$ cat src/core/serial_command_uart_regs.vh
// Constants for the serial command port: rates, frame layout, timing.
// Assumes a 25 MHz system clock; included by bare name.
`ifndef SERIAL_COMMAND_UART_REGS_VH
`define SERIAL_COMMAND_UART_REGS_VH

// System clock in Hz
`define SYS_CLK_HZ        25000000
// Selectable bit rates in bit/s
`define RATE_LOW_BPS      9600
`define RATE_MID_BPS      19200
`define RATE_HIGH_BPS     38400
// Bit-rate selector codes (factory value selects the low rate)
`define RATE_SEL_LOW      2'h0
`define RATE_SEL_MID      2'h1
`define RATE_SEL_HIGH     2'h2
`define RATE_SEL_RESET    2'h0
// Clock cycles per bit: system clock over bit rate, rounded down
`define BIT_CYC_LOW       12'ha2c
`define BIT_CYC_MID       12'h516
`define BIT_CYC_HIGH      12'h28b
// Bit counter width
`define BIT_CNT_W         12
// Frame layout: data bits, parity position, total bits after start
`define DATA_BITS         7
`define PARITY_IDX        7
`define FRAME_BITS        4'h9
// Duplex selector codes
`define DUPLEX_FULL       1'b0
`define DUPLEX_HALF       1'b1

`endif

$ cat src/core/bit_timer.v
// Bit-period timer: reloads on start, pulses at mid-bit and end-of-bit.
// Assumes one clock domain and an active-low asynchronous reset.
`include "serial_command_uart_regs.vh"

module bit_timer (
  input  wire        clk,
  input  wire        resetn,
  input  wire        ce,
  input  wire [1:0]  rate_sel,
  input  wire        restart,
  output reg         mid_tick,
  output reg         end_tick
);

  reg  [`BIT_CNT_W-1:0] cnt_r;    // Cycles elapsed in this bit
  reg  [`BIT_CNT_W-1:0] period;   // Cycles per bit for chosen rate

  // Period lookup from the rate selector
  always @* begin
    case (rate_sel)
      `RATE_SEL_MID:  period = `BIT_CYC_MID;
      `RATE_SEL_HIGH: period = `BIT_CYC_HIGH;
      default:        period = `BIT_CYC_LOW;  // Low rate also for unused code
    endcase
  end

  // Free count, wrapped at the bit period
  always @(posedge clk or negedge resetn) begin
    if (!resetn) begin
      cnt_r    <= {`BIT_CNT_W{1'b0}};
      mid_tick <= 1'b0;
      end_tick <= 1'b0;
    end else if (ce) begin
      mid_tick <= !restart && (cnt_r == (period >> 1));
      end_tick <= !restart && (cnt_r == period - 1'b1);
      // Restart cycle counts as the first of the bit, so bits last one period
      if (restart)
        cnt_r <= {{(`BIT_CNT_W-1){1'b0}}, 1'b1};
      else if (cnt_r == period - 1'b1)
        cnt_r <= {`BIT_CNT_W{1'b0}};
      else
        cnt_r <= cnt_r + 1'b1;
    end
  end

endmodule // bit_timer

$ cat src/core/serial_command_uart.v
// Serial command port: 7E1 asynchronous transmitter and receiver.
// Assumes synchronous line inputs and an external line transceiver.
// Clock enable high for normal running; low stalls every register.
//
// Summary of operation
// - Three bit rates, chosen by rate parameter
// - Factory rate setting gives lowest rate
// - Start, seven data, parity, stop; no flow
// - Parity is even over data bits
// - Duplex parameter picks separate or shared pair
// - Driver released whenever no character is sent
// - Command characters pass to and from host
`include "serial_command_uart_regs.vh"

// Timing notes
// - One bit timer per direction; both follow the latched rate code.
// - A timer restart counts as the first cycle of the bit, so every
//   bit, start bit included, lasts exactly one bit period.
// - The receiver samples about one cycle past mid-bit, because the
//   mid-bit tick is registered, one cycle after the count reaches half a period.
// - A start bit that is high again at mid-bit is taken as a glitch
//   and the frame is dropped without any report.
// - Received characters are reported one cycle after the stop sample.
// - Back-to-back receive frames are fine: the stop bit is sampled
//   half a period before it ends.
// - In half duplex the receiver is not gated while sending, so the
//   port hears its own frames; the command layer must drop the echo.
// - The rate code is only taken while both directions are idle, so a
//   change never bends a frame in flight.
// - Clock enable low freezes every register, timers included.
// - Line inputs must already be synchronous to clk.

module serial_command_uart (
  input  wire        clk,
  input  wire        resetn,
  input  wire        ce,
  input  wire [1:0]  bit_rate_select_param,
  input  wire        duplex_select_param,
  input  wire        rxd_in,
  input  wire        shared_in,
  output reg         txd_out,
  output reg         txd_oe,
  input  wire [6:0]  tx_char,
  input  wire        tx_valid,
  output reg         tx_ready,
  output reg  [6:0]  rx_char,
  output reg         rx_valid,
  output reg         rx_error
);

  localparam [2:0] RX_IDLE  = 3'b001;  // Waiting for start edge
  localparam [2:0] RX_SHIFT = 3'b010;  // Sampling bits mid-period
  localparam [2:0] RX_DONE  = 3'b100;  // Frame check
  localparam [1:0] TX_IDLE  = 2'b01;   // Driver released
  localparam [1:0] TX_SEND  = 2'b10;   // Shifting a frame out

  reg  [1:0]  rate_r;                  // Latched rate selector
  reg  [2:0]  rx_state_r;              // Receiver state
  reg  [3:0]  rx_cnt_r;                // Received bit count
  reg  [9:0]  rx_sh_r;                 // Start, data, parity, stop
  reg  [1:0]  tx_state_r;              // Transmitter state
  reg  [3:0]  tx_cnt_r;                // Bits fully sent so far
  reg  [9:0]  tx_sh_r;                 // Outgoing frame, LSB first
  reg         rx_prev_r;               // Previous line level
  wire        rx_line;                 // Receive line chosen by duplex
  wire        rx_mid;                  // Receiver mid-bit tick
  wire        tx_end;                  // Transmitter bit-end tick
  wire        rx_start;                // Start edge detected
  wire        tx_load;                 // New character accepted
  wire        both_idle;               // Neither direction busy
  wire        rx_par_bad;              // Odd parity over data and parity bit
  wire        rx_stop_bad;             // Stop bit sampled low
  wire        rx_glitch;               // Line high again at start mid-bit
  wire        tx_parity;               // Even parity bit for outgoing data
  wire        tx_last;                 // Stop bit has fully gone out

  // Half duplex hears the shared pair, full duplex the receive pair
  assign rx_line     = (duplex_select_param == `DUPLEX_HALF) ? shared_in : rxd_in;
  // Falling edge while idle opens a receive frame
  assign rx_start    = (rx_state_r == RX_IDLE) && rx_prev_r && !rx_line;
  // Accept only when idle and ready was shown to the requester
  assign tx_load     = (tx_state_r == TX_IDLE) && tx_valid && tx_ready;
  // Neither direction mid-frame, so the rate may change safely
  assign both_idle   = (rx_state_r == RX_IDLE) && (tx_state_r == TX_IDLE);
  // Frame checks on the assembled receive word
  assign rx_par_bad  = ^rx_sh_r[8:1];
  assign rx_stop_bad = !rx_sh_r[9];
  // Start bit high again at its first sample
  assign rx_glitch   = (rx_cnt_r == 4'h0) && rx_line;
  // Parity bit that makes data plus parity even
  assign tx_parity   = ^tx_char;
  // End of the stop bit, driver may be released
  assign tx_last     = tx_end && (tx_cnt_r == `FRAME_BITS);

  // Rate selection only taken between characters
  always @(posedge clk or negedge resetn) begin
    if (!resetn) begin
      rate_r <= `RATE_SEL_RESET;
    end else if (ce && both_idle) begin
      rate_r <= bit_rate_select_param;
    end
  end

  // Receiver timing restarts on each start edge
  bit_timer u_rx_timer (
    .clk      (clk),
    .resetn   (resetn),
    .ce       (ce),
    .rate_sel (rate_r),
    .restart  (rx_start),
    .mid_tick (rx_mid),
    .end_tick ()
  );

  // Transmitter timing restarts on each load
  bit_timer u_tx_timer (
    .clk      (clk),
    .resetn   (resetn),
    .ce       (ce),
    .rate_sel (rate_r),
    .restart  (tx_load),
    .mid_tick (),
    .end_tick (tx_end)
  );

  // Receiver: sample ten bits at mid-period, then check frame
  always @(posedge clk or negedge resetn) begin
    if (!resetn) begin
      rx_state_r <= RX_IDLE;
      rx_cnt_r   <= 4'h0;
      rx_sh_r    <= 10'h000;
      rx_prev_r  <= 1'b1;
      rx_char    <= 7'h00;
      rx_valid   <= 1'b0;
      rx_error   <= 1'b0;
    end else if (ce) begin
      // Edge history and one-cycle strobes
      rx_prev_r <= rx_line;
      rx_valid  <= 1'b0;
      rx_error  <= 1'b0;
      case (rx_state_r)
        RX_IDLE: begin
          // Bit count held at zero until a start edge
          rx_cnt_r <= 4'h0;
          if (rx_start) begin
            rx_state_r <= RX_SHIFT;
          end
        end
        RX_SHIFT: begin
          // Shift in LSB first, one sample per bit period
          if (rx_mid) begin
            rx_sh_r  <= {rx_line, rx_sh_r[9:1]};
            rx_cnt_r <= rx_cnt_r + 4'h1;
            if (rx_glitch) begin
              // False start: drop the frame silently
              rx_state_r <= RX_IDLE;
            end else if (rx_cnt_r == `FRAME_BITS) begin
              // Stop bit just sampled
              rx_state_r <= RX_DONE;
            end
          end
        end
        RX_DONE: begin
          // Hand the character over with its error flag
          rx_char    <= rx_sh_r[7:1];
          rx_valid   <= 1'b1;
          rx_error   <= rx_par_bad || rx_stop_bad;
          rx_state_r <= RX_IDLE;
        end
        default: begin
          rx_state_r <= RX_IDLE;                     // Illegal code recovers
        end
      endcase
    end
  end

  // Transmitter: frame with even parity, release line when idle
  always @(posedge clk or negedge resetn) begin
    if (!resetn) begin
      tx_state_r <= TX_IDLE;
      tx_cnt_r   <= 4'h0;
      tx_sh_r    <= 10'h3ff;
      txd_out    <= 1'b1;
      txd_oe     <= 1'b0;
      tx_ready   <= 1'b0;
    end else if (ce) begin
      case (tx_state_r)
        TX_IDLE: begin
          // Line released and marking while nothing is sent
          txd_out  <= 1'b1;
          txd_oe   <= 1'b0;
          tx_ready <= 1'b1;
          if (tx_load) begin
            // Stop, even parity, data, start; start bit goes out now
            tx_sh_r    <= {1'b1, tx_parity, tx_char, 1'b0};
            tx_cnt_r   <= 4'h0;
            tx_ready   <= 1'b0;
            txd_out    <= 1'b0;
            txd_oe     <= 1'b1;
            tx_state_r <= TX_SEND;
          end
        end
        TX_SEND: begin
          // Busy until the stop bit has run its full period
          tx_ready <= 1'b0;
          if (tx_last) begin
            // Release the driver so other stations may talk
            txd_oe     <= 1'b0;
            txd_out    <= 1'b1;
            tx_state_r <= TX_IDLE;
          end else if (tx_end) begin
            // Next bit from the frame word, LSB first
            tx_sh_r  <= {1'b1, tx_sh_r[9:1]};
            txd_out  <= tx_sh_r[1];
            tx_cnt_r <= tx_cnt_r + 4'h1;
          end
        end
        default: begin
          tx_state_r <= TX_IDLE;                     // Illegal code recovers
        end
      endcase
    end
  end

endmodule // serial_command_uart

$ cat config.mk
export PLATFORM = sky130hd
export DESIGN_NAME = serial_command_uart
export DESIGN_NICKNAME = d
export VERILOG_FILES = /design/src/core/bit_timer.v /design/src/core/serial_command_uart.v
export VERILOG_INCLUDE_DIRS = /design/src /design/src/core
export SDC_FILE = /design/constraint.sdc
export NUM_CORES = 1
export LEC_CHECK = 0
export ABC_AREA = 1
export BUFFER_PORTS_ARGS = -buffer_cell sky130_fd_sc_hd__buf_2
export CAP_MARGIN = 20
export CORE_MARGIN = 1.5
export CORE_UTILIZATION = 60
export DETAILED_ROUTE_END_ITERATION = 7
export PLACE_DENSITY = 0.75
export RECOVER_POWER = 50
export SLEW_MARGIN = 20
export SYNTH_ARGS = -nofsm -noshare
export SYNTH_HDL_FRONTEND = slang
export SYNTH_HIERARCHICAL = 1
export SYNTH_SLANG_ARGS = --single-unit
$ cat constraint.sdc
create_clock -name clk -period 2 [get_ports clk]
set_input_delay 0.6 -clock clk [delete_from_list [all_inputs] [get_ports clk]]
set_output_delay 0.6 -clock clk [all_outputs]
set_load 0.02 [all_outputs]
# Word-level counts from Yosys, hierarchy flattened

Index checks and enable logic that the tools add are counted.

Register bits: 74
Output and inout port bits: 12
Word-level logic and storage cells: 106

Add/subtract/negate cells: 5
Eq/ne operators: 20
Muxes and demuxes: 34
Reductions and logical operators: 29

Operators by type and width:

| kind                                                | number |
|---|---|
| two-way mux 12 bit                                  | 4 |
| two-way mux 10 bit                                  | 3 |
| adder 12 x 1 -> 12 bit (second input constant)      | 2 |
| == test 12 bit                                      | 2 |
| one-hot mux 12 bit (2 select lines)                 | 1 |
| one-hot mux 10 bit (2 select lines)                 | 1 |
| two-way mux 4 bit                                   | 4 |
| one-hot mux 4 bit (2 select lines)                  | 2 |
| AND reduction 3 bit                                 | 5 |
| == test 12 x 11 -> 1 bit                            | 1 |
| two-way mux 3 bit                                   | 4 |
| subtractor 12 x 1 -> 12 bit (second input constant) | 1 |
| logical AND 1 bit                                   | 10 |
| adder 4 x 1 -> 4 bit (second input constant)        | 2 |
| == test 4 bit (second input constant)               | 2 |
| two-way mux 1 bit                                   | 8 |
| != test 2 x 1 -> 1 bit (second input constant)      | 4 |
| XOR reduction 8 bit                                 | 1 |
| XOR reduction 7 bit                                 | 1 |
| one-hot mux 1 bit (2 select lines)                  | 3 |
| one-hot mux 3 bit (2 select lines)                  | 1 |
| AND reduction 5 bit                                 | 1 |
| == test 2 x 1 -> 1 bit (second input constant)      | 2 |
| == test 2 bit (second input constant)               | 2 |
| 14 further kinds                                    | 21 |

# Depth between registers and ports, before layout

Gate-level depths: netlist of run 1.

Depth after elaboration: 6
Gate-level depth with buffers: 11
Depth with buffers taken out: 11

# Cells and area by module

Netlist of run 1, hierarchy kept.

Modules (own cells, without submodules):

| module              | instances | cells each | area each (µm²) | sequential area each (µm²) |
|---|---|---|---|---|
| serial_command_uart | 1         | 325        | 2464.9          | 1141.1 |
| bit_timer           | 2         | 168        | 1149.9          | 350.3 |

# Worst setup path after synthesis of run 1

No wires, ideal clock.

Kind: register -> register
From: reg rate_r[0]
To: reg u_rx_timer.cnt_r[10]
Library setup time: 0.132 ns
Arrival: 1.535 ns
Slack: 0.332 ns
Stages on the path, launching flop included: 10
Path buffers: 1
Clock period less this slack: 1.668 ns
Path through: dfrtp_1 inv_1 ha_1 buf_6 xnor2_1 nand2_1 nor2_2 nand3_2 nand2_4 a21oi_1

Longest elaborated chain between the ends: 6
Elaborated cells between the ends (all ways): 7

RTL lines:

| element                                                 | line                      | text |
|---|---|---|
| start: declaration                                      | serial_command_uart.v:57  | `reg [1:0] rate_r;` |
| start signal: assignment                                | serial_command_uart.v:98  | `` rate_r <= `RATE_SEL_RESET; `` |
| start signal: assignment                                | serial_command_uart.v:100 | `rate_r <= bit_rate_select_param;` |
| == test 2 bit or == test 2 x 1 -> 1 bit (tied branches) | bit_timer.v:20            | `case (rate_sel)` |
| one-hot mux 12 bit (2 select lines) (*)                 | bit_timer.v:20            |  |
| subtractor 12 x 1 -> 12 bit (*)                         | bit_timer.v:39            | `else if (cnt_r == period - 1'b1)` |
| == test 12 bit (*)                                      | -                         |  |
| two-way mux 12 bit (*)                                  | bit_timer.v:39            |  |
| two-way mux 12 bit (*)                                  | bit_timer.v:37            | `if (restart)` |
| end signal: assignment                                  | bit_timer.v:38            | `` cnt_r <= {{(`BIT_CNT_W-1){1'b0}}, 1'b1}; `` |
| end signal: assignment                                  | bit_timer.v:40            | `` cnt_r <= {`BIT_CNT_W{1'b0}}; `` |
| end signal: assignment                                  | bit_timer.v:42            | `cnt_r <= cnt_r + 1'b1;` |
| end: declaration                                        | bit_timer.v:15            | `` reg [`BIT_CNT_W-1:0] cnt_r; `` |

Mark *: on every way between the ends. The rest lies on a longest branch, timed or not.
A chain may end at the register's enable or synchronous reset.

# Final worst setup path of run 1

Ends and elaborated chain as after synthesis.

==> flow_metrics.env, run 1 <==
export IMPL_status="finished clean"
export IMPL_diodes=0
export IMPL_insertion_delay_ns=0.33
export IMPL_fin_nets=697
export IMPL_crit_path_start="rate_r[0]"
export IMPL_critPathCaptureType="flip-flop"
export IMPL_pre_cts_slack_ns=0.145
export IMPL_whs_endpoint="tx_sh_r[6]"
export IMPL_dr_pass1_iters=5
export IMPL_drt_vias_per_instance=5.23
export IMPL_post_route_drc_count=0
export IMPL_hold_path_class="reg -> reg"
export IMPL_peakVddDrop_v=0.000686
export IMPL_setup_viol=0
export IMPL_synth_nets=669
export IMPL_hold_buffers=0
export IMPL_grt_max_degree=72
export IMPL_routabilityCongestion=0.958
export IMPL_max_slew_margin_pct=35.3
export IMPL_track_usage_pct=25.4
export IMPL_cap_violations=0
export IMPL_crit_required_ns=2.21
export IMPL_setup_tns_ns=0
export IMPL_avgSynthCellArea_um2=7.25
export IMPL_area_growth_syn_to_layout_pct=8.71
export IMPL_clkTransAtPathRegs_ns=0.08
export IMPL_cts_tree="yes"
export IMPL_grt_overflow=0
export IMPL_portBuffers=27
export IMPL_postLayoutCoreUtil_pct=68.4
export IMPL_worst_slack_ns=0.200
export IMPL_regToRegEndpoint="u_rx_timer/cnt_r[10]"
export IMPL_min_from="tx_sh_r[6]"
export IMPL_leakage_uw=0.00259
export IMPL_fmax_ghz=0.556
export IMPL_io_pins=28
export IMPL_cts_made_buffers=9
export IMPL_postSynthCellCount=636
export IMPL_period_share_pct=90.0
export IMPL_grt_pass1_wl_um=17000
export IMPL_die_h_um=90.7
export IMPL_dieArea_um2=8220
export IMPL_fin_skew_ns=0.00835
export IMPL_setup_reg_to_reg_worst_slack_ns=0.20
export IMPL_drive_above_1_share_pct=15.4
export IMPL_die_w_um=90.7
export IMPL_worstPathArrival_ns=2.01
export IMPL_power_uw=6190
export IMPL_cts_num_sinks=71
export IMPL_critPathLaunchType="flip-flop"
export IMPL_core_um2=7330
export IMPL_wire_per_inst_um=12.7
export IMPL_drt_antenna_violating_nets=0
export IMPL_critPathKind="reg -> reg"
export IMPL_routed_wl_um=9730
export IMPL_clockBufferDepth=2
export IMPL_finalHoldViolCount=0
export IMPL_num_rows=31
export IMPL_rr_worst_depth=8
export IMPL_slew_viol_final=0
export IMPL_htreeDepth=3
export IMPL_drt_iter0_drc=224
export IMPL_vias=4018
export IMPL_clockRootBuffer="clkbuf_8"
export IMPL_hold_path_depth=2
export IMPL_stdcell_area_um2=5010
export IMPL_dp_hpwl_um=7010
export IMPL_rsz0062_at_grt="false"
export IMPL_first_global_vias=3921
export IMPL_p_per_area_nw_per_um2=1230
export IMPL_critPathMaxFanout=9
export IMPL_worstMarginPinSlew_ns=0.970
export IMPL_synth_area_um2=4610
export IMPL_rr_startpoint="rate_r[0]"
export IMPL_dpl_cell_area_um2=4810
export IMPL_start_util_pct=62.9
export IMPL_yosysWarnings=6
export IMPL_min_period_ns=1.80
export IMPL_antenna_found_initial=0
==> routing by layer <==
metal	track usage [%]	vias to the layer above	share of wire (%)
met5	0	-	0
met4	10.4	0	1.5
met3	4.04	18	3.8
met2	43.0	89	48
met1	32.2	1865	46
li1	-	2046	-
==> worst max path at each step <==
stage                           end  slack (ns)  depth (start not counted)
6_report       u_rx_timer/cnt_r[10]        0.20                          8
5_1_grt         u_rx_timer/cnt_r[4]        0.04                          8
4_1_cts        u_rx_timer/cnt_r[10]        0.12                          8
3_5_place_dp    u_rx_timer/cnt_r[4]        0.14                          8
3_3_place_gp    u_rx_timer/cnt_r[6]        0.21                          8
2_1_floorplan  u_tx_timer/cnt_r[10]        0.35                          9
==> cells in the final DEF, fill, tap and decap left out <==
| master | n |
|---|---|
| nand2_1 | 196 |
| inv_1 | 85 |
| dfrtp_1 | 58 |
| nor2_1 | 51 |
| o21ai_0 | 41 |
| a21oi_1 | 41 |
| nand3_1 | 32 |
| buf_2 | 27 |
| xor2_1 | 18 |
| ha_1 | 17 |
| dfstp_2 | 11 |
| clkbuf_8 | 9 |
| nor3_1 | 8 |
| o21ai_2 | 8 |
| nand4_1 | 7 |
| inv_2 | 6 |
| nand2_2 | 6 |
| buf_4 | 6 |
| nor2_2 | 6 |
| xnor2_1 | 4 |
| nand3_4 | 3 |
| nor2_4 | 3 |
| nand2_4 | 3 |
| o21ai_1 | 2 |
| bufinv_16 | 2 |
| clkinv_2 | 2 |
| nand3_2 | 2 |
| nor3_2 | 2 |
| or2_2 | 2 |
| nor3b_1 | 1 |
| a21oi_2 | 1 |
| o21a_1 | 1 |
| o22ai_1 | 1 |
| o41ai_1 | 1 |
| clkinv_4 | 1 |
| clkinvlp_4 | 1 |
| clkbuf_1 | 1 |
| clkbuf_4 | 1 |
| dfrtp_2 | 1 |
| dfstp_1 | 1 |
==> layout make-up <==
cell class / count / area [um2]
Timing Repair Buffer: 34 / 188
Sequential cell: 71 / 1790
Fill cell: 598 / 2320
Clock inverter: 6 / 86.3
Tap cell: 99 / 124
Inverter: 91 / 342
Clock buffer: 10 / 128
Multi-Input combinational cell: 457 / 2350
==> worst max-delay path, cell delays in order, from the launching register on <==
cell	delay, ns
dfrtp_2	0.44
inv_1	0.08
ha_1	0.39
xnor2_1	0.23
nand2_1	0.09
nor2_2	0.12
nand3_2	0.12
nand2_4	0.13
a21oi_1	0.08
==> per-stage QoR <==
step	hold WS (ns)	cells
floorplan	0.304	636
global placement	0.464	752
detailed placement	0.469	752
CTS	0.288	768
global route	0.496	768
finish	0.480	768
==> repair_timing <==
action	CTS	global route
hold endpoints to repair	0	0
gates resized for setup	0	1
buffers inserted	0	0
endpoints found under the setup margin	0	10
==> flip-flops by register name (all words and copies together), names as in the netlist, 2 cells and up <==
signal            flops
tx_sh_r               8
rx_sh_r               9
tx_state_r            2
rx_state_r            3
rx_char               7
tx_cnt_r              4
u_rx_timer/cnt_r     12
u_tx_timer/cnt_r     12
rate_r                2
rx_cnt_r              4
==> power by group <==
part	leakage, uW	internal (uW)	total (uW)	switching, uW
clock	0.000106	701	1250	552
sequential	0.000907	1870	2300	435
combinational	0.00158	969	2630	1660
total	0.00259	3540	6190	2650
Note: power is estimated with default switching activity, not from simulation.
==> inputs of run 2 (changes only) <==
--- a/config.mk
+++ b/config.mk
@@ -9,11 +9,11 @@
 export ABC_AREA = 1
 export BUFFER_PORTS_ARGS = -buffer_cell sky130_fd_sc_hd__buf_2
 export CAP_MARGIN = 20
+export CORE_ASPECT_RATIO = 1.5
 export CORE_MARGIN = 1.5
 export CORE_UTILIZATION = 60
 export DETAILED_ROUTE_END_ITERATION = 7
 export PLACE_DENSITY = 0.75
-export RECOVER_POWER = 50
 export SLEW_MARGIN = 20
 export SYNTH_ARGS = -nofsm -noshare
 export SYNTH_HDL_FRONTEND = slang
==> run 2 against run 1 <==
Compared with the run above:
- design area up 3.2%
- non-clock buffer count grew 1
- worst hold slack lost 0.24 ns
- sequential power increased by 2%
- global-route usage up 1.2 points
- die area up 0.14%
- count of clock-buffer cells in the layout up 1
- critical path depth rose by 2
- combinational power increased by 2%
- routed wire length is 5.6% higher
==> flow_metrics.env, run 2 (synthesis results as in run 1) <==
export IMPL_status="finished clean"
export IMPL_cts_num_sinks=71
export IMPL_top_regs="u_rx_timer/cnt_r: 12 flops, u_tx_timer/cnt_r: 12 flops, rx_sh_r: 9 flops"
export IMPL_critPathCaptureType="flip-flop"
export IMPL_clkTransAtPathRegs_ns=0.06
export IMPL_drt_antenna_violating_nets=0
export IMPL_setup_reg_to_reg_worst_slack_ns=0.15
export IMPL_peakVddDrop_v=0.000724
export IMPL_portBuffers=27
export IMPL_use_met3_pct=4.45
export IMPL_setup_viol=0
export IMPL_cpMostUsedCell="nand2_1"
export IMPL_max_slew_margin_pct=69.4
export IMPL_rr_worst_depth=10
export IMPL_fin_skew_ns=0.00997
export IMPL_drive_above_1_share_pct=15.5
export IMPL_cts_tree="yes"
export IMPL_cap_violations=0
export IMPL_grt_busiest_layer="met2"
export IMPL_grt_pass1_wl_um=16800
export IMPL_dp_hpwl_um=7240
export IMPL_num_rows=39
export IMPL_grt_overflow=0
export IMPL_insertion_delay_ns=0.33
export IMPL_routed_wl_um=10300
export IMPL_critPathMaxFanout=9
export IMPL_vias=4052
export IMPL_worstPathArrival_ns=2.05
export IMPL_crit_required_ns=2.20
export IMPL_core_um2=7510
export IMPL_drt_vias_per_instance=5.25
export IMPL_hold_path_class="in -> async"
export IMPL_critPathLaunchType="flip-flop"
export IMPL_crit_chain="inv_1 -> ha_1 -> inv_2 -> nand2_1 -> nand2_2 -> nand2_1 -> nor2_1 -> nand3_2 -> nand2_4 -> a21oi_1"
export IMPL_area_growth_syn_to_layout_pct=12.2
export IMPL_fin_nets=698
export IMPL_cts_setup_buffers=0
export IMPL_antenna_found_initial=0
export IMPL_regToRegEndpoint="u_rx_timer/cnt_r[4]"
export IMPL_wire_per_inst_um=13.3
export IMPL_critPathKind="reg -> reg"
export IMPL_worstMarginPinSlew_ns=0.458
export IMPL_clockBufferDepth=2
export IMPL_p_per_area_nw_per_um2=1320
export IMPL_fmax_ghz=0.541
export IMPL_track_usage_pct=26.5
export IMPL_clockRootBuffer="clkbuf_16"
export IMPL_first_global_vias=3766
export IMPL_finalHoldViolCount=0
export IMPL_die_h_um=110
export IMPL_critPathMaxStageDelay_ns=0.47
export IMPL_use_met1_pct=31.9
export IMPL_cts_made_buffers=9
export IMPL_power_uw=6830
export IMPL_cp_top_family="simple AND/OR/NAND/NOR gates"
export IMPL_diodes=0
export IMPL_rsz0062_at_grt="false"
export IMPL_dr_pass1_iters=5
export IMPL_rr_startpoint="rate_r[1]"
export IMPL_period_share_pct=92.4
export IMPL_routabilityCongestion=0.914
export IMPL_start_util_pct=61.4
export IMPL_leakage_uw=0.00266
export IMPL_io_pins=28
export IMPL_post_route_drc_count=0
export IMPL_cp_slowest_cell="dfrtp_1"
export IMPL_mostFrequentLayoutCells="196 x nand2_1, 85 x inv_1, 58 x dfrtp_1"
export IMPL_die_w_um=74.6
export IMPL_min_period_ns=1.85
export IMPL_htreeDepth=3
export IMPL_dieArea_um2=8230
export IMPL_grt_max_degree=52
export IMPL_cp_num_buf_inv=2
export IMPL_drt_iter0_drc=260
export IMPL_layout_commonest_cell="nand2_1"
export IMPL_slew_viol_final=0
export IMPL_use_met2_pct=46.6
export IMPL_setup_tns_ns=0
[run 2: area by class of cell]
| class | count | area (um2) |
|---|---|---|
| Multi-Input combinational cell | 457 | 2350 |
| Fill cell | 664 | 2340 |
| Sequential cell | 71 | 1790 |
| Inverter | 91 | 342 |
| Clock buffer | 11 | 233 |
| Timing Repair Buffer | 35 | 220 |
| Tap cell | 102 | 128 |
| Clock inverter | 5 | 106 |
[run 2: layer usage]
layer	vias up	part of all wire [%]
met3	24	3.4
met5	-	0
li1	2047	-
met4	0	2.5
met2	106	53
met1	1875	42
[run 2: worst max path at each step]
| stage | slack (ns) | end | depth (start not counted) | from |
|---|---|---|---|---|
| 5_1_grt | 0.02 | u_tx_timer/cnt_r[8] | 10 | rate_r[1] |
| 2_1_floorplan | 0.35 | u_tx_timer/cnt_r[10] | 9 | rate_r[0] |
| 3_5_place_dp | 0.1 | rx_char[2] | 4 | ce |
| 4_1_cts | 0.15 | u_rx_timer/cnt_r[9] | 8 | rate_r[0] |
| 6_report | 0.15 | u_rx_timer/cnt_r[4] | 10 | rate_r[1] |
| 3_3_place_gp | 0.18 | u_rx_timer/cnt_r[9] | 8 | rate_r[0] |
[run 2: timing repair]
action                                  in CTS  in global routing
endpoints found under the setup margin       0                  6
hold buffers                                 0                  0
resized for setup                            0                  1
[run 2: report_power, final]
part | internal, uW | switching [uW] | total, uW
logic | 976 | 1710 | 2680
registers | 1880 | 462 | 2340
clock network | 1220 | 588 | 1810
[run 2: through the flow]
step	utilization [%]	setup WS, ns	instances	area [um2]	hold slack, ns
floorplan	-	0.345	636	4610	0.304
global placement	64.3	0.184	756	4830	0.456
detailed placement	64.3	0.0996	756	4830	0.459
CTS	68.8	0.148	772	5170	0.238
global route	68.9	0.0158	772	5170	0.235
finish	68.9	0.151	772	5170	0.237
